File: config.mk
export PLATFORM = sky130hd
export DESIGN_NAME = fcn_unit
export DESIGN_NICKNAME = d
export VERILOG_FILES = /design/src/common/fcn_pkg.sv /design/src/common/fcn_cls_if.sv /design/src/core/fcn_classify.sv /design/src/core/fcn_unit.sv
export SDC_FILE = /design/constraint.sdc
export NUM_CORES = 1
export LEC_CHECK = 0
export BUFFER_PORTS_ARGS = -buffer_cell sky130_fd_sc_hd__buf_4
export CAP_MARGIN = 10
export CORE_MARGIN = 2
export CORE_UTILIZATION = 25
export CTS_BUF_LIST = sky130_fd_sc_hd__clkbuf_4
export CTS_CLUSTER_SIZE = 16
export DETAILED_ROUTE_END_ITERATION = 8
export GPL_TIMING_DRIVEN = 0
export PLACE_DENSITY = 0.42
export RECOVER_POWER = 100
export REMOVE_ABC_BUFFERS = 1
export SYNTH_ARGS = -nofsm -noshare
export SYNTH_HDL_FRONTEND = slang
export SYNTH_HIERARCHICAL = 1
export SYNTH_SLANG_ARGS = --single-unit
File: constraint.sdc
create_clock -name clk_in -period 8.3 [get_ports clk_in]
set_input_delay 1.245 -clock clk_in [delete_from_list [all_inputs] [get_ports clk_in]]
set_output_delay 1.245 -clock clk_in [all_outputs]
set_load 0.005 [all_outputs]
File: src/common/fcn_pkg.sv
package fcn_pkg;
	localparam int EXP_W = 14;
	localparam int SIG_W = 56;

	localparam logic [2:0] OP_FINISH  = 3'h0;
	localparam logic [2:0] OP_ROUND_S = 3'h1;
	localparam logic [2:0] OP_LOAD_S  = 3'h2;
	localparam logic [2:0] OP_STORE_S = 3'h3;
	localparam logic [2:0] OP_PRENORM = 3'h4;

	localparam logic [1:0] RM_NEAR = 2'h0;
	localparam logic [1:0] RM_ZERO = 2'h1;
	localparam logic [1:0] RM_PINF = 2'h2;
	localparam logic [1:0] RM_MINF = 2'h3;

	localparam logic signed [13:0] EMIN_D = -14'sh3FE;
	localparam logic signed [13:0] EMAX_D = 14'sh3FF;
	localparam logic signed [13:0] EMIN_S = -14'sh7E;
	localparam logic signed [13:0] EMAX_S = 14'sh7F;
	localparam logic signed [13:0] BIAS_D = 14'sh3FF;
	localparam logic signed [13:0] BIAS_S = 14'sh7F;

	localparam logic [10:0] EF_MAX_D = 11'h7FF;
	localparam logic [10:0] EF_MAX_S = 11'h0FF;
	localparam logic [63:0] QBIT_D   = 64'h0008_0000_0000_0000;
	localparam logic [63:0] QNAN_D   = 64'h7FF8_0000_0000_0000;
endpackage : fcn_pkg

File: src/common/fcn_cls_if.sv
`timescale 1ns/10ps
interface fcn_cls_if;
	logic [63:0]        value;
	logic               single_fmt;
	logic               sign;
	logic               is_zero;
	logic               is_den;
	logic               is_nor;
	logic               is_inf;
	logic               is_nan;
	logic               is_snan;
	logic signed [13:0] exp;
	logic [52:0]        sig;

	modport cls (input value, single_fmt, output sign, is_zero, is_den, is_nor,
		is_inf, is_nan, is_snan, exp, sig);
	modport user (output value, single_fmt, input sign, is_zero, is_den, is_nor,
		is_inf, is_nan, is_snan, exp, sig);
endinterface : fcn_cls_if

File: src/core/fcn_classify.sv
`timescale 1ns/10ps
module fcn_classify (
	fcn_cls_if.cls c
);
	// A single operand sits in the low word; its fraction is left-aligned to 52 bits.
	wire [10:0] ef     = c.single_fmt ? {3'h0, c.value[30:23]} : c.value[62:52];
	wire [51:0] fr     = c.single_fmt ? {c.value[22:0], 29'h0} : c.value[51:0];
	wire [10:0] ef_max = c.single_fmt ? fcn_pkg::EF_MAX_S : fcn_pkg::EF_MAX_D;
	wire        e_zero = (ef == 11'h000);
	wire        e_full = (ef == ef_max);
	wire        f_zero = (fr == 52'h0);
	wire signed [13:0] bias = c.single_fmt ? fcn_pkg::BIAS_S : fcn_pkg::BIAS_D;
	wire signed [13:0] emin = c.single_fmt ? fcn_pkg::EMIN_S : fcn_pkg::EMIN_D;

	assign c.sign    = c.single_fmt ? c.value[31] : c.value[63];
	assign c.is_nor  = !e_zero && !e_full; // [RULE1]
	assign c.is_zero = e_zero && f_zero; // [RULE2]
	assign c.is_den  = e_zero && !f_zero; // [RULE3]
	assign c.is_inf  = e_full && f_zero; // [RULE4]
	assign c.is_nan  = e_full && !f_zero; // [RULE5]
	assign c.is_snan = c.is_nan && !fr[51]; // [RULE5]
	assign c.exp     = c.is_den ? emin : $signed({3'h0, ef}) - bias; // [RULE3]
	assign c.sig     = {c.is_nor, fr}; // [RULE1] [RULE3]
endmodule : fcn_classify

File: src/core/fcn_unit.sv
// Functional notes
// RULE1: Biased exponent 1..254 single or 1..2046 double is normal, lead bit one.
// RULE2: Zero exponent and zero fraction is zero, either sign.
// RULE3: Zero exponent, nonzero fraction is denormal: lead bit zero, minimum exponent.
// RULE4: Maximum exponent with zero fraction is infinity.
// RULE5: Maximum exponent, nonzero fraction is NaN; top fraction bit one means quiet.
// RULE6: NaN result takes first, else second, else third NaN operand, else generated.
// RULE7: Generated quiet NaN: sign zero, exponent all ones, only top fraction bit set.
// RULE8: Normalize by left shifts, exponent minus one each; round bit fills zero.
// RULE9: Exponent unbounded while normalizing; below format minimum marks tiny; sign kept.
// RULE10: Denormalize by right shifts up to minimum; lost bits mean underflow.
// RULE11: Denormal operands of multiply or divide are prenormalized first.
// RULE12: Arithmetic runs in double; single only via load, round and store.
// RULE13: Single load widens to double and detects no exceptions.
// RULE14: Round-to-single rounds, range checks, flags, and writes back double format.
// RULE15: Single store narrows, denormalizing when needed, detecting no exceptions.
// RULE16: Mode 00 nearest, 01 toward zero, 10 plus infinity, 11 minus infinity.
// RULE17: Rounding alters the value only when it is not representable.
// RULE18: Exactly representable values come out truncated in every mode.
// RULE19: Nearest picks the closer neighbour; ties go to even.
// RULE20: Zero mode picks smaller magnitude; plus picks larger; minus picks smaller.
// RULE21: Infinities pass exactly and raise nothing unless the operation is invalid.
// RULE22: Quiet NaNs pass silently; signaling NaN operands raise invalid.
`timescale 1ns/10ps
module fcn_unit (
	input  wire logic        clk_in,
	input  wire logic        rst_in,
	input  wire logic        start_in,
	input  wire logic [2:0]  op_in,
	input  wire logic [1:0]  round_mode_in,
	input  wire logic        invalid_op_enable_in,
	input  wire logic [63:0] first_source_operand_in,
	input  wire logic [63:0] second_source_operand_in,
	input  wire logic [63:0] third_source_operand_in,
	input  wire logic [31:0] single_word_in,
	input  wire logic        nan_due_in,
	input  wire logic        int_inf_in,
	input  wire logic        int_sign_in,
	input  wire logic [13:0] int_exp_in,
	input  wire logic [55:0] int_sig_in,
	output logic             busy_out,
	output logic             done_out,
	output logic             write_en_out,
	output logic [63:0]      target_operand_out,
	output logic [13:0]      opnd_exp_out,
	output logic [55:0]      opnd_sig_out,
	output logic             tiny_out,
	output logic             underflow_out,
	output logic             overflow_out,
	output logic             inexact_out,
	output logic             invalid_out
);
	typedef enum logic [1:0] {ST_IDLE, ST_NORM, ST_DENORM, ST_ROUND} fcn_state_t;

	fcn_state_t         state_reg;
	logic [2:0]         op_reg;
	logic [1:0]         mode_reg;
	logic               fmt_s_reg;
	logic               sign_reg;
	logic signed [13:0] exp_reg;
	logic [55:0]        sig_reg;
	logic               tiny_reg;
	logic               unf_reg;
	logic               ovf_reg;
	logic               inx_reg;
	logic               inv_reg;
	logic               done_reg;
	logic               wr_reg;
	logic [63:0]        target_reg;
	logic [13:0]        oexp_reg;
	logic [55:0]        osig_reg;

	// Operands 0..2 are the double sources, entry 3 is the single word from memory.
	fcn_cls_if cls_if[4] ();
	wire [63:0] opnd_w [4];
	assign opnd_w[0] = first_source_operand_in;
	assign opnd_w[1] = second_source_operand_in;
	assign opnd_w[2] = third_source_operand_in;
	assign opnd_w[3] = {32'h0, single_word_in};

	genvar gi;
	generate
		for (gi = 0; gi < 4; gi++) begin : g_cls
			assign cls_if[gi].value      = opnd_w[gi];
			assign cls_if[gi].single_fmt = (gi == 3);
			fcn_classify u_cls (
				.c (cls_if[gi])
			);
		end
	endgenerate

	// NaN selection for a NaN result.
	wire any_snan = cls_if[0].is_snan | cls_if[1].is_snan | cls_if[2].is_snan; // [RULE22]
	wire none_nan = !(cls_if[0].is_nan | cls_if[1].is_nan | cls_if[2].is_nan);
	wire [63:0] nan_pick = cls_if[0].is_nan ? (opnd_w[0] | fcn_pkg::QBIT_D) : // [RULE6]
		cls_if[1].is_nan ? (opnd_w[1] | fcn_pkg::QBIT_D) :
		cls_if[2].is_nan ? (opnd_w[2] | fcn_pkg::QBIT_D) :
		fcn_pkg::QNAN_D; // [RULE7]
	wire fin_inv = any_snan | none_nan;

	// Source selection for the finish and conversion ops.
	wire is_fin  = (op_in == fcn_pkg::OP_FINISH);
	wire is_load = (op_in == fcn_pkg::OP_LOAD_S);
	wire to_sgl  = (op_in == fcn_pkg::OP_ROUND_S) || (op_in == fcn_pkg::OP_STORE_S); // [RULE12]
	wire src_sign = is_fin ? int_sign_in : is_load ? cls_if[3].sign : cls_if[0].sign;
	wire signed [13:0] src_exp = is_fin ? $signed(int_exp_in) :
		is_load ? cls_if[3].exp : cls_if[0].exp;
	wire [55:0] src_sig = is_fin ? int_sig_in :
		is_load ? {cls_if[3].sig, 3'h0} : {cls_if[0].sig, 3'h0};
	wire src_nan  = is_load ? cls_if[3].is_nan : cls_if[0].is_nan;
	wire src_inf  = is_load ? cls_if[3].is_inf : cls_if[0].is_inf;
	wire src_zero = is_load ? cls_if[3].is_zero : cls_if[0].is_zero;
	wire src_spec = src_nan | src_inf | src_zero;
	wire rnd_snan = (op_in == fcn_pkg::OP_ROUND_S) && cls_if[0].is_snan; // [RULE22]
	wire [63:0] a_q = opnd_w[0] | fcn_pkg::QBIT_D;

	// Specials bypass the shifter: infinities and zeros are exact, NaNs go quiet on round to single only.
	wire [63:0] spec_w =
		is_load ? (src_zero ? {src_sign, 63'h0} : // [RULE13]
			{src_sign, fcn_pkg::EF_MAX_D, cls_if[3].sig[51:0]}) :
		(op_in == fcn_pkg::OP_STORE_S) ? (src_zero ? {32'h0, src_sign, 31'h0} : // [RULE15]
			{32'h0, src_sign, fcn_pkg::EF_MAX_S[7:0], opnd_w[0][51:29]}) :
		src_nan ? {a_q[63:29], 29'h0} : opnd_w[0]; // [RULE21]

	// Rounding datapath on the normalized or denormalized intermediate.
	wire signed [13:0] emin_t = fmt_s_reg ? fcn_pkg::EMIN_S : fcn_pkg::EMIN_D;
	wire signed [13:0] emax_t = fmt_s_reg ? fcn_pkg::EMAX_S : fcn_pkg::EMAX_D;
	wire [52:0] kept  = fmt_s_reg ? {29'h0, sig_reg[55:32]} : sig_reg[55:3];
	wire        g_bit = fmt_s_reg ? sig_reg[31] : sig_reg[2];
	wire        s_bit = fmt_s_reg ? |sig_reg[30:0] : |sig_reg[1:0];
	wire        inexact_w = g_bit | s_bit; // [RULE17]
	wire        up_near   = g_bit & (s_bit | kept[0]); // [RULE19]
	wire        up_dir    = inexact_w & (((mode_reg == fcn_pkg::RM_PINF) & !sign_reg) | // [RULE20]
		((mode_reg == fcn_pkg::RM_MINF) & sign_reg));
	wire        round_up  = (mode_reg == fcn_pkg::RM_NEAR) ? up_near : up_dir; // [RULE16]
	wire [53:0] sum       = {1'b0, kept} + {53'h0, round_up}; // [RULE18]
	wire        carry     = fmt_s_reg ? sum[24] : sum[53];
	wire        lead      = carry | (fmt_s_reg ? sum[23] : sum[52]);
	wire signed [13:0] exp_r = exp_reg + $signed({13'h0, carry});
	wire        ovf_w     = lead && (exp_r > emax_t);
	wire [13:0] bexp_d    = exp_r + fcn_pkg::BIAS_D;
	wire [13:0] bexp_s    = exp_r + fcn_pkg::BIAS_S;
	wire [51:0] frac_d    = carry ? 52'h0 : sum[51:0];
	wire [22:0] frac_s    = carry ? 23'h0 : sum[22:0];
	wire [63:0] pack_d = ovf_w ? {sign_reg, fcn_pkg::EF_MAX_D, 52'h0} :
		!lead ? {sign_reg, 11'h000, fmt_s_reg ? {29'h0, sum[22:0]} : frac_d} :
		fmt_s_reg ? {sign_reg, bexp_d[10:0], frac_s, 29'h0} : // [RULE14]
		{sign_reg, bexp_d[10:0], frac_d};
	wire [31:0] pack_s = ovf_w ? {sign_reg, fcn_pkg::EF_MAX_S[7:0], 23'h0} :
		{sign_reg, lead ? bexp_s[7:0] : 8'h00, frac_s}; // [RULE15]
	// A single denormal cannot be kept in double format as is: it goes round again as double.
	wire rewiden  = fmt_s_reg && (op_reg == fcn_pkg::OP_ROUND_S) && !lead && (sum[23:0] != 24'h0);
	wire quiet_op = (op_reg == fcn_pkg::OP_LOAD_S) || (op_reg == fcn_pkg::OP_STORE_S); // [RULE13]

	always_ff @(posedge clk_in) begin
		if (rst_in) begin
			state_reg  <= ST_IDLE;
			op_reg     <= fcn_pkg::OP_FINISH;
			mode_reg   <= fcn_pkg::RM_NEAR;
			fmt_s_reg  <= 1'b0;
			sign_reg   <= 1'b0;
			exp_reg    <= 14'sh0;
			sig_reg    <= 56'h0;
			tiny_reg   <= 1'b0;
			unf_reg    <= 1'b0;
			ovf_reg    <= 1'b0;
			inx_reg    <= 1'b0;
			inv_reg    <= 1'b0;
			done_reg   <= 1'b0;
			wr_reg     <= 1'b0;
			target_reg <= 64'h0;
			oexp_reg   <= 14'h0;
			osig_reg   <= 56'h0;
		end else begin
			done_reg <= 1'b0;
			case (state_reg)
				ST_IDLE: if (start_in) begin
					op_reg    <= op_in;
					mode_reg  <= (op_in == fcn_pkg::OP_STORE_S) ? fcn_pkg::RM_ZERO : round_mode_in;
					fmt_s_reg <= to_sgl;
					sign_reg  <= src_sign;
					exp_reg   <= src_exp;
					sig_reg   <= src_sig;
					tiny_reg  <= 1'b0;
					unf_reg   <= 1'b0;
					ovf_reg   <= 1'b0;
					inx_reg   <= 1'b0;
					inv_reg   <= 1'b0;
					wr_reg    <= 1'b1;
					if (is_fin && nan_due_in) begin
						target_reg <= nan_pick; // [RULE6]
						inv_reg    <= fin_inv; // [RULE22]
						wr_reg     <= !(fin_inv && invalid_op_enable_in);
						done_reg   <= 1'b1;
					end else if (is_fin && int_inf_in) begin
						target_reg <= {int_sign_in, fcn_pkg::EF_MAX_D, 52'h0}; // [RULE21]
						done_reg   <= 1'b1;
					end else if (is_fin && int_sig_in[55:1] == 55'h0) begin
						target_reg <= {int_sign_in, 63'h0};
						inx_reg    <= int_sig_in[0];
						done_reg   <= 1'b1;
					end else if (op_in == fcn_pkg::OP_PRENORM && !cls_if[0].is_den) begin
						oexp_reg <= cls_if[0].exp;
						osig_reg <= {cls_if[0].sig, 3'h0};
						done_reg <= 1'b1;
					end else if (op_in > fcn_pkg::OP_PRENORM) begin
						wr_reg   <= 1'b0;
						done_reg <= 1'b1;
					end else if (!is_fin && op_in != fcn_pkg::OP_PRENORM && src_spec) begin
						target_reg <= spec_w;
						inv_reg    <= rnd_snan; // [RULE22]
						wr_reg     <= !(rnd_snan && invalid_op_enable_in);
						done_reg   <= 1'b1;
					end else begin
						state_reg <= ST_NORM; // [RULE11]
					end
				end
				ST_NORM: begin
					if (!sig_reg[55]) begin
						sig_reg <= {sig_reg[54:1], 1'b0, sig_reg[0]}; // [RULE8]
						exp_reg <= exp_reg - 14'sh1; // [RULE8]
					end else if (op_reg == fcn_pkg::OP_PRENORM) begin
						oexp_reg  <= exp_reg; // [RULE11]
						osig_reg  <= sig_reg;
						done_reg  <= 1'b1;
						state_reg <= ST_IDLE;
					end else if (exp_reg < emin_t) begin
						tiny_reg  <= !quiet_op; // [RULE9]
						state_reg <= ST_DENORM;
					end else begin
						state_reg <= ST_ROUND;
					end
				end
				ST_DENORM: begin
					if (exp_reg < emin_t) begin
						sig_reg <= {1'b0, sig_reg[55:2], sig_reg[1] | sig_reg[0]}; // [RULE10]
						exp_reg <= exp_reg + 14'sh1;
					end else begin
						state_reg <= ST_ROUND;
					end
				end
				ST_ROUND: begin
					inx_reg <= inx_reg | ((inexact_w | ovf_w) & !quiet_op);
					ovf_reg <= ovf_reg | (ovf_w & !quiet_op);
					unf_reg <= unf_reg | (tiny_reg & inexact_w & !quiet_op); // [RULE10]
					if (rewiden) begin
						sig_reg   <= {sum[23:0], 32'h0}; // [RULE14]
						exp_reg   <= fcn_pkg::EMIN_S;
						fmt_s_reg <= 1'b0;
						state_reg <= ST_NORM;
					end else begin
						target_reg <= (op_reg == fcn_pkg::OP_STORE_S) ? {32'h0, pack_s} : pack_d;
						done_reg   <= 1'b1;
						state_reg  <= ST_IDLE;
					end
				end
				default: state_reg <= ST_IDLE;
			endcase
		end
	end

	assign busy_out           = (state_reg != ST_IDLE);
	assign done_out           = done_reg;
	assign write_en_out       = wr_reg;
	assign target_operand_out = target_reg;
	assign opnd_exp_out       = oexp_reg;
	assign opnd_sig_out       = osig_reg;
	assign tiny_out           = tiny_reg;
	assign underflow_out      = unf_reg;
	assign overflow_out       = ovf_reg;
	assign inexact_out        = inx_reg;
	assign invalid_out        = inv_reg;

	wire idle_go = (state_reg == ST_IDLE) && start_in;
endmodule : fcn_unit

==> results of run 1 <==
-- power by group --
part	switching, µW	total (µW)	internal (µW)
sequential	374	1590	1220
combinational	1470	2360	893
clock	609	1210	599
-- area by class of cell --
class	instances	area, µm²
diodes	4	10.0
clock buffers	104	781
clock inverters	18	101
fillers	10000	60900
inverters	49	188
multi-input cells	2684	16700
flip-flops and latches	220	4410
well taps	1165	1460
repair buffers	493	3840
-- cells in the final DEF (no fill, tap or decap), drive strengths merged, types with 88 or more instances in the layout --
master,n
a211oi,104
a21oi,215
a22oi,145
buf,346
clkbuf,251
dfxtp,220
mux2i,106
nand2,487
nand3,120
nor2,209
nor3,99
nor4,88
o21ai,207
-- per-stage QoR --
step / worst slack, ps / util, % / instances
global route: 86.2 / 31.1 / 4735
CTS: 328 / 31.6 / 4730
detailed placement: -18.1 / 30.6 / 4607
floorplan: -1080 / - / 2953
finish: 489 / 31.1 / 4737
global placement: -7390 / 29.4 / 4565
-- metal layers --
| metal | global-route usage (%) | wire, µm | vias up |
|---|---|---|---|
| li1 | - | - | 12600 |
| met1 | 36.0 | 55500 | 13300 |
| met2 | 47.1 | 62900 | 1288 |
| met3 | 6.13 | 10700 | 277 |
| met4 | 14.8 | 7840 | 14 |
| met5 | 0 | 86 | - |
-- worst min-delay path: stages, from the launching register on --
cell and delay [ps]:
dfxtp_1 310, nand2b_1 60, a21oi_1 50
-- path summary, 6_finish.rpt --
path | startpoint | endpoint | slack, ps | depth (start not counted)
worst min register to register | opnd_sig_out[2] | opnd_sig_out[2] | 470 | 2
worst min-delay path | opnd_sig_out[2] | opnd_sig_out[2] | 470 | 2
worst max-delay path | first_source_operand_in[28] | target_operand_out[46] | 490 | 15
worst max register to register | sig_reg[20] | exp_reg[13] | 530 | 20
-- what timing repair did --
action,4_1_cts,5_1_grt
hold buffers,0,0
pin swaps,1,1
buffers inserted,1,2
cloned,0,0
resized for setup,0,4
endpoints found under the setup margin,1,15
==> reports/results.tsv, run 1 <==
stage	metric	value	unit
outcome	run_status	finished, violations left	
outcome	violations	capacitance limit, slew limit	
timing	relSlewSlack	-78.5	%
detailed_routing	drt_first_pass_iters	8	
worst_setup_path	crit_fanout	35	
floorplanning	initial_core_util	25.2	%
detailed_routing	ant_nets	0	
detailed_routing	routedWlPerCell	28.9	µm
synth	synth_area_per_cell	6.93	µm²
clocking	cts_sinks	220	
place	port_buffers	447	
floorplanning	fp.dieW	302	µm
pwr	leakage	0.00986	µW
timing	post-route-min-period	7810	ps
finish	fin_area	27500	µm²
clocking	cts_root_buffer	clkbuf_4	
timing	report.final.hold_viol_count	0	
detailed_routing	via_per_inst	5.81	
global_route	grt_overflow_total	0	
pwr	total_power	5160	µW
global_route	grt_max_degree	123	
timing	holdWs	471	ps
global_route	grt_pass1_wl	193	mm
timing	maxSlewViolCount	170	
worst_setup_path	critical_path_buf_inv_count	3	
global_route	track_usage	28.9	%
worst_setup_path	crit_required	9020	ps
pwr	max-vdd-ir-drop	0.114	mV
worst_hold_path	hp-class	reg -> reg	
clocking	clk_latency	900	ps
run	drv_cap	5	
timing	rsz0062_at_grt	no	
detailed_routing	routed_wirelength	137	mm
clocking	clk_path_buf_depth	3	
timing	setup_viol	0	
worst_setup_path	cpMaxStageDelayCell	nor2b_1	
detailed_routing	vias	27500	
place	place_area	27000	µm²
clocking	htreeDepth	3	
floorplanning	die_h	302	µm
finish	largest_reg_flops	64	
clocking	cts_made_buffers	74	
finish	nets	3863	
timing	tightest_slew	2680	ps
finish	area_growth	23.3	%
worst_setup_path	path_cells	clkbuf_1 -> nor4_1 -> and3_1 -> a31oi_1 -> or4_1 -> nor2b_1 -> clkbuf_1 -> mux2i_1 -> o21ai_0 -> o21ai_0 -> nand2_1 -> a31oi_2 -> nor2_1 -> buf_16 -> a311oi_1	
timing	setup_tns	0	ps
timing	clock.fmax	128	MHz
timing	skew	47.7	ps
global_route	grt_pass1_vias	26200	
pwr	pwr_density_cell	188	nW/µm²
detailed_routing	drc	0	
timing	fin_crit_sh	94.1	%
worst_setup_path	worstSetupPathType	in -> reg	
worst_setup_path	crit_path_start_kind	primary input	
floorplanning	ios	448	
synth	synth.cell_area	22300	µm²
synth	syn-instance-count	3212	
place	dp_hpwl	103	mm
synth	yosysWarnings	6	
worst_setup_path	end_kind	flip-flop	
floorplanning	std_cell_rows	109	
floorplanning	coreArea	88400	µm²
finish	drive_above_1_share	18.0	%
clocking	cts_tree	yes	
place	gp_congestion	0.945	
detailed_routing	drtIter0Drc	2673	
worst_setup_path	cp.arrival	8530	ps
floorplanning	die_area	91500	µm²
global_route	antenna_found_initial	12	
worst_setup_path	cp_top_family	simple AND/OR/NAND/NOR gates	
worst_setup_path	slowest_delay	1390	ps
clocking	clkTransAtPathRegs	70	ps
Power figures use the tool's default switching activity.
==> run 2, diff against run 1 <==
- MAX_ROUTING_LAYER: default -> met4
- PLACE_DENSITY: 0.42 -> 0.5
- TNS_END_PERCENT: default -> 1
==> run 2 against run 1 <==
Against the previous run: the run still ends with capacitance limit, slew limit left; non-clock buffer count up 1; wire length shrank 3.9%; clock power is essentially flat; final area about the same; clock-buffer cell count fell by 5; worst setup slack got worse by 91 ps; flip-flop and latch count stayed put; via count rose by 1.6%; hold slack worse by 3.2 ps; clock skew increased by 31 ps; critical endpoint is now sig_reg[30]; largest power group unchanged.
==> reports/results.tsv, run 2 (synthesized netlist as in run 1, its figures left out) <==
stage	metric	value	unit	change
outcome	run_status	finished, violations left		
outcome	violations	capacitance limit, slew limit		
place	placed_cells	4606		-0.022%
pwr	pwr_density_cell	186	nW/µm²	-0.87%
worst_setup_path	end_kind	flip-flop		
detailed_routing	via_per_inst	5.89		+1.4%
worst_setup_path	cp.arrival	8570	ps	+40 ps
worst_setup_path	r2r_setup_slack	400	ps	-130 ps
clocking	cts_tree	yes		
timing	clock.fmax	127	MHz	-1.2%
timing	setup_viol	0		unchanged
timing	tightest_slew	2400	ps	-280 ps
run	drv_cap	5		unchanged
clocking	htreeDepth	3		unchanged
detailed_routing	drt_first_pass_iters	5		-3
floorplanning	fp.dieW	302	µm	unchanged
global_route	track_usage	28.6	%	-0.35 points
finish	layout_commonest_cell	nand2_1		
timing	maxSlewViolCount	139		-18%
finish	layout_common_cells	486 x nand2_1, 311 x buf_4, 217 x dfxtp_1		
worst_setup_path	r2r-start	sig_reg[23]		
clocking	clk_latency	910	ps	about the same
clocking	cts_sinks	220		unchanged
detailed_routing	vias	28000		+1.6%
clocking	cts_root_buffer	clkbuf_4		
finish	largest_reg_flops	64		unchanged
floorplanning	die_area	91500	µm²	unchanged
detailed_routing	dr.max_layer_used	met4		
worst_hold_path	hp-class	reg -> reg		
global_route	grt_pass1_wl	186	mm	-3.4%
floorplanning	ios	448		unchanged
detailed_routing	drc	0		unchanged
detailed_routing	wl_met3	11.8	mm	+9.4%
finish	area_growth	23.4	%	about the same
place	place_area	27000	µm²	about the same
worst_hold_path	hp-start	opnd_sig_out[1]		
clocking	cts_made_buffers	70		-5.4%
finish	multi_input_area	16700	µm²	+0.16%
global_route	antenna_found_initial	15		+3
global_route	grt_overflow_total	0		unchanged
worst_hold_path	holdPathEnd	opnd_sig_out[1]		
floorplanning	std_cell_rows	109		unchanged
worst_setup_path	worst-r2r-cell-count	18		-10%
global_route	grt_pass1_vias	26000		-0.99%
timing	post-route-min-period	7900	ps	+91.2 ps
finish	fin_area	27500	µm²	about the same
timing	rsz0062_at_grt	no		
finish	fin_cells	4745		+0.17%
global_route	grt_max_degree	122		-0.81%
floorplanning	initial_core_util	25.2	%	unchanged
detailed_routing	drtIter0Drc	3264		+22%
clocking	postCtsHoldBufs	0		unchanged
timing	fin_crit_sh	95.2	%	+1.1 points
clocking	clk_path_buf_depth	3		unchanged
timing	skew	78.8	ps	+31.1 ps
detailed_routing	dr_wl_met2	59.8	mm	-5.0%
timing	relSlewSlack	-59.8	%	+19 points
pwr	leakage	0.00984	µW	-0.18%
timing	report.final.hold_viol_count	0		unchanged
worst_setup_path	crit_required	8970	ps	-50 ps
pwr	max-vdd-ir-drop	0.123	mV	+8.6%
detailed_routing	ant_nets	0		unchanged
finish	nFillCells	9945		-0.79%
clocking	clkTransAtPathRegs	60	ps	about the same
worst_setup_path	crit_path_start_kind	flip-flop		
floorplanning	coreArea	88400	µm²	unchanged
place	dp_hpwl	100	mm	-2.9%
finish	drive_above_1_share	18.0	%	about the same
place	port_buffers	447		unchanged
detailed_routing	routed_wirelength	132	mm	-3.9%
finish	nets	3860		-0.078%
worst_setup_path	worstSetupPathType	reg -> reg		
worst_setup_path	crit_fanout	22		-37%
worst_hold_path	min_path_cells	2		unchanged
worst_setup_path	worst_r2r_endpoint	sig_reg[30]		
detailed_routing	drt-met1-wl	53.2	mm	-4.2%
detailed_routing	routedWlPerCell	27.8	µm	-4.0%
place	gp_congestion	0.978		+3.6%
floorplanning	die_h	302	µm	unchanged
finish	seqCellArea	4410	µm²	unchanged
==> run 2: cell types whose count changed in the layout (fill, tap and decap cells not counted), sizes merged <==
cell and change:
bufinv +1, clkinvlp -1, diode +12, clkbuf -4
==> run 2: metrics by stage <==
| stage | setup slack, ps | TNS [ps] | utilization (%) | hold WS, ps | total power, µW |
|---|---|---|---|---|---|
| after global placement | -7120 | -842570 | 29.4 | 457 | 3950 |
| after detailed placement | 172 | 0 | 30.5 | 462 | 3950 |
| final | 398 | 0 | 31.1 | 467 | 5120 |
| after CTS | 79.6 | 0 | 31.5 | 472 | 5150 |
| after floorplan | -1080 | -66910 | - | 439 | 2870 |
| after global routing | 40.3 | 0 | 31.1 | 495 | 5380 |
==> run 2: worst max-delay path by stage <==
| stage | startpoint | end | slack [ps] | cells after the start |
|---|---|---|---|---|
| after floorplan | first_source_operand_in[52] | target_operand_out[46] | -1080 | 13 |
| after global placement | first_source_operand_in[52] | target_operand_out[46] | -7120 | 14 |
| after detailed placement | sig_reg[27] | target_operand_out[20] | 170 | 28 |
| after CTS | sig_reg[15] | target_operand_out[20] | 80 | 28 |
| after global routing | sig_reg[9] | target_operand_out[23] | 40 | 28 |
| final | sig_reg[23] | sig_reg[30] | 400 | 18 |
==> run 2: critical path, stage by stage, from the launching register on <==
cell	delay, ps
dfxtp_1	450
nor4_1	540
nand4_1	180
o21ai_0	380
nand2_1	110
or2_2	330
nand2_1	70
a21oi_1	50
ha_1	270
nand4b_1	240
nand2_1	310
nand3_1	280
xor2_1	690
nand4bb_1	280
or4b_1	210
o211ai_1	570
nor2_1	1190
clkbuf_1	1240
o21ai_0	270
==> run 2: metal layers <==
layer	vias up	global-route usage, %
li1	12600	-
met1	13600	35.3
met2	1518	44.6
met3	290	5.55
met4	0	13.7
met5	-	-
==> run 2: where the power goes <==
part / switching [µW] / leakage (µW) / internal [µW]
registers: 368 / 0.00180 / 1220
clock network: 585 / 0.000515 / 606
logic: 1460 / 0.00753 / 888
total: 2410 / 0.00984 / 2710
==> run 2: cell type report <==
cell class	instances	share of cell area, %
Clock inverter	18	0.474
Multi-Input combinational cell	2684	60.8
Timing Repair Buffer	494	13.9
Antenna cell	16	0.146
Tap cell	1165	5.31
Clock buffer	99	2.70
Inverter	49	0.683
Sequential cell	220	16.1
==> run 2: what timing repair did <==
action / in CTS / in global routing
setup buffers: 0 / 4
endpoints found under the hold margin: 0 / 0
resized for setup: 0 / 6
endpoints found under the setup margin: 0 / 39
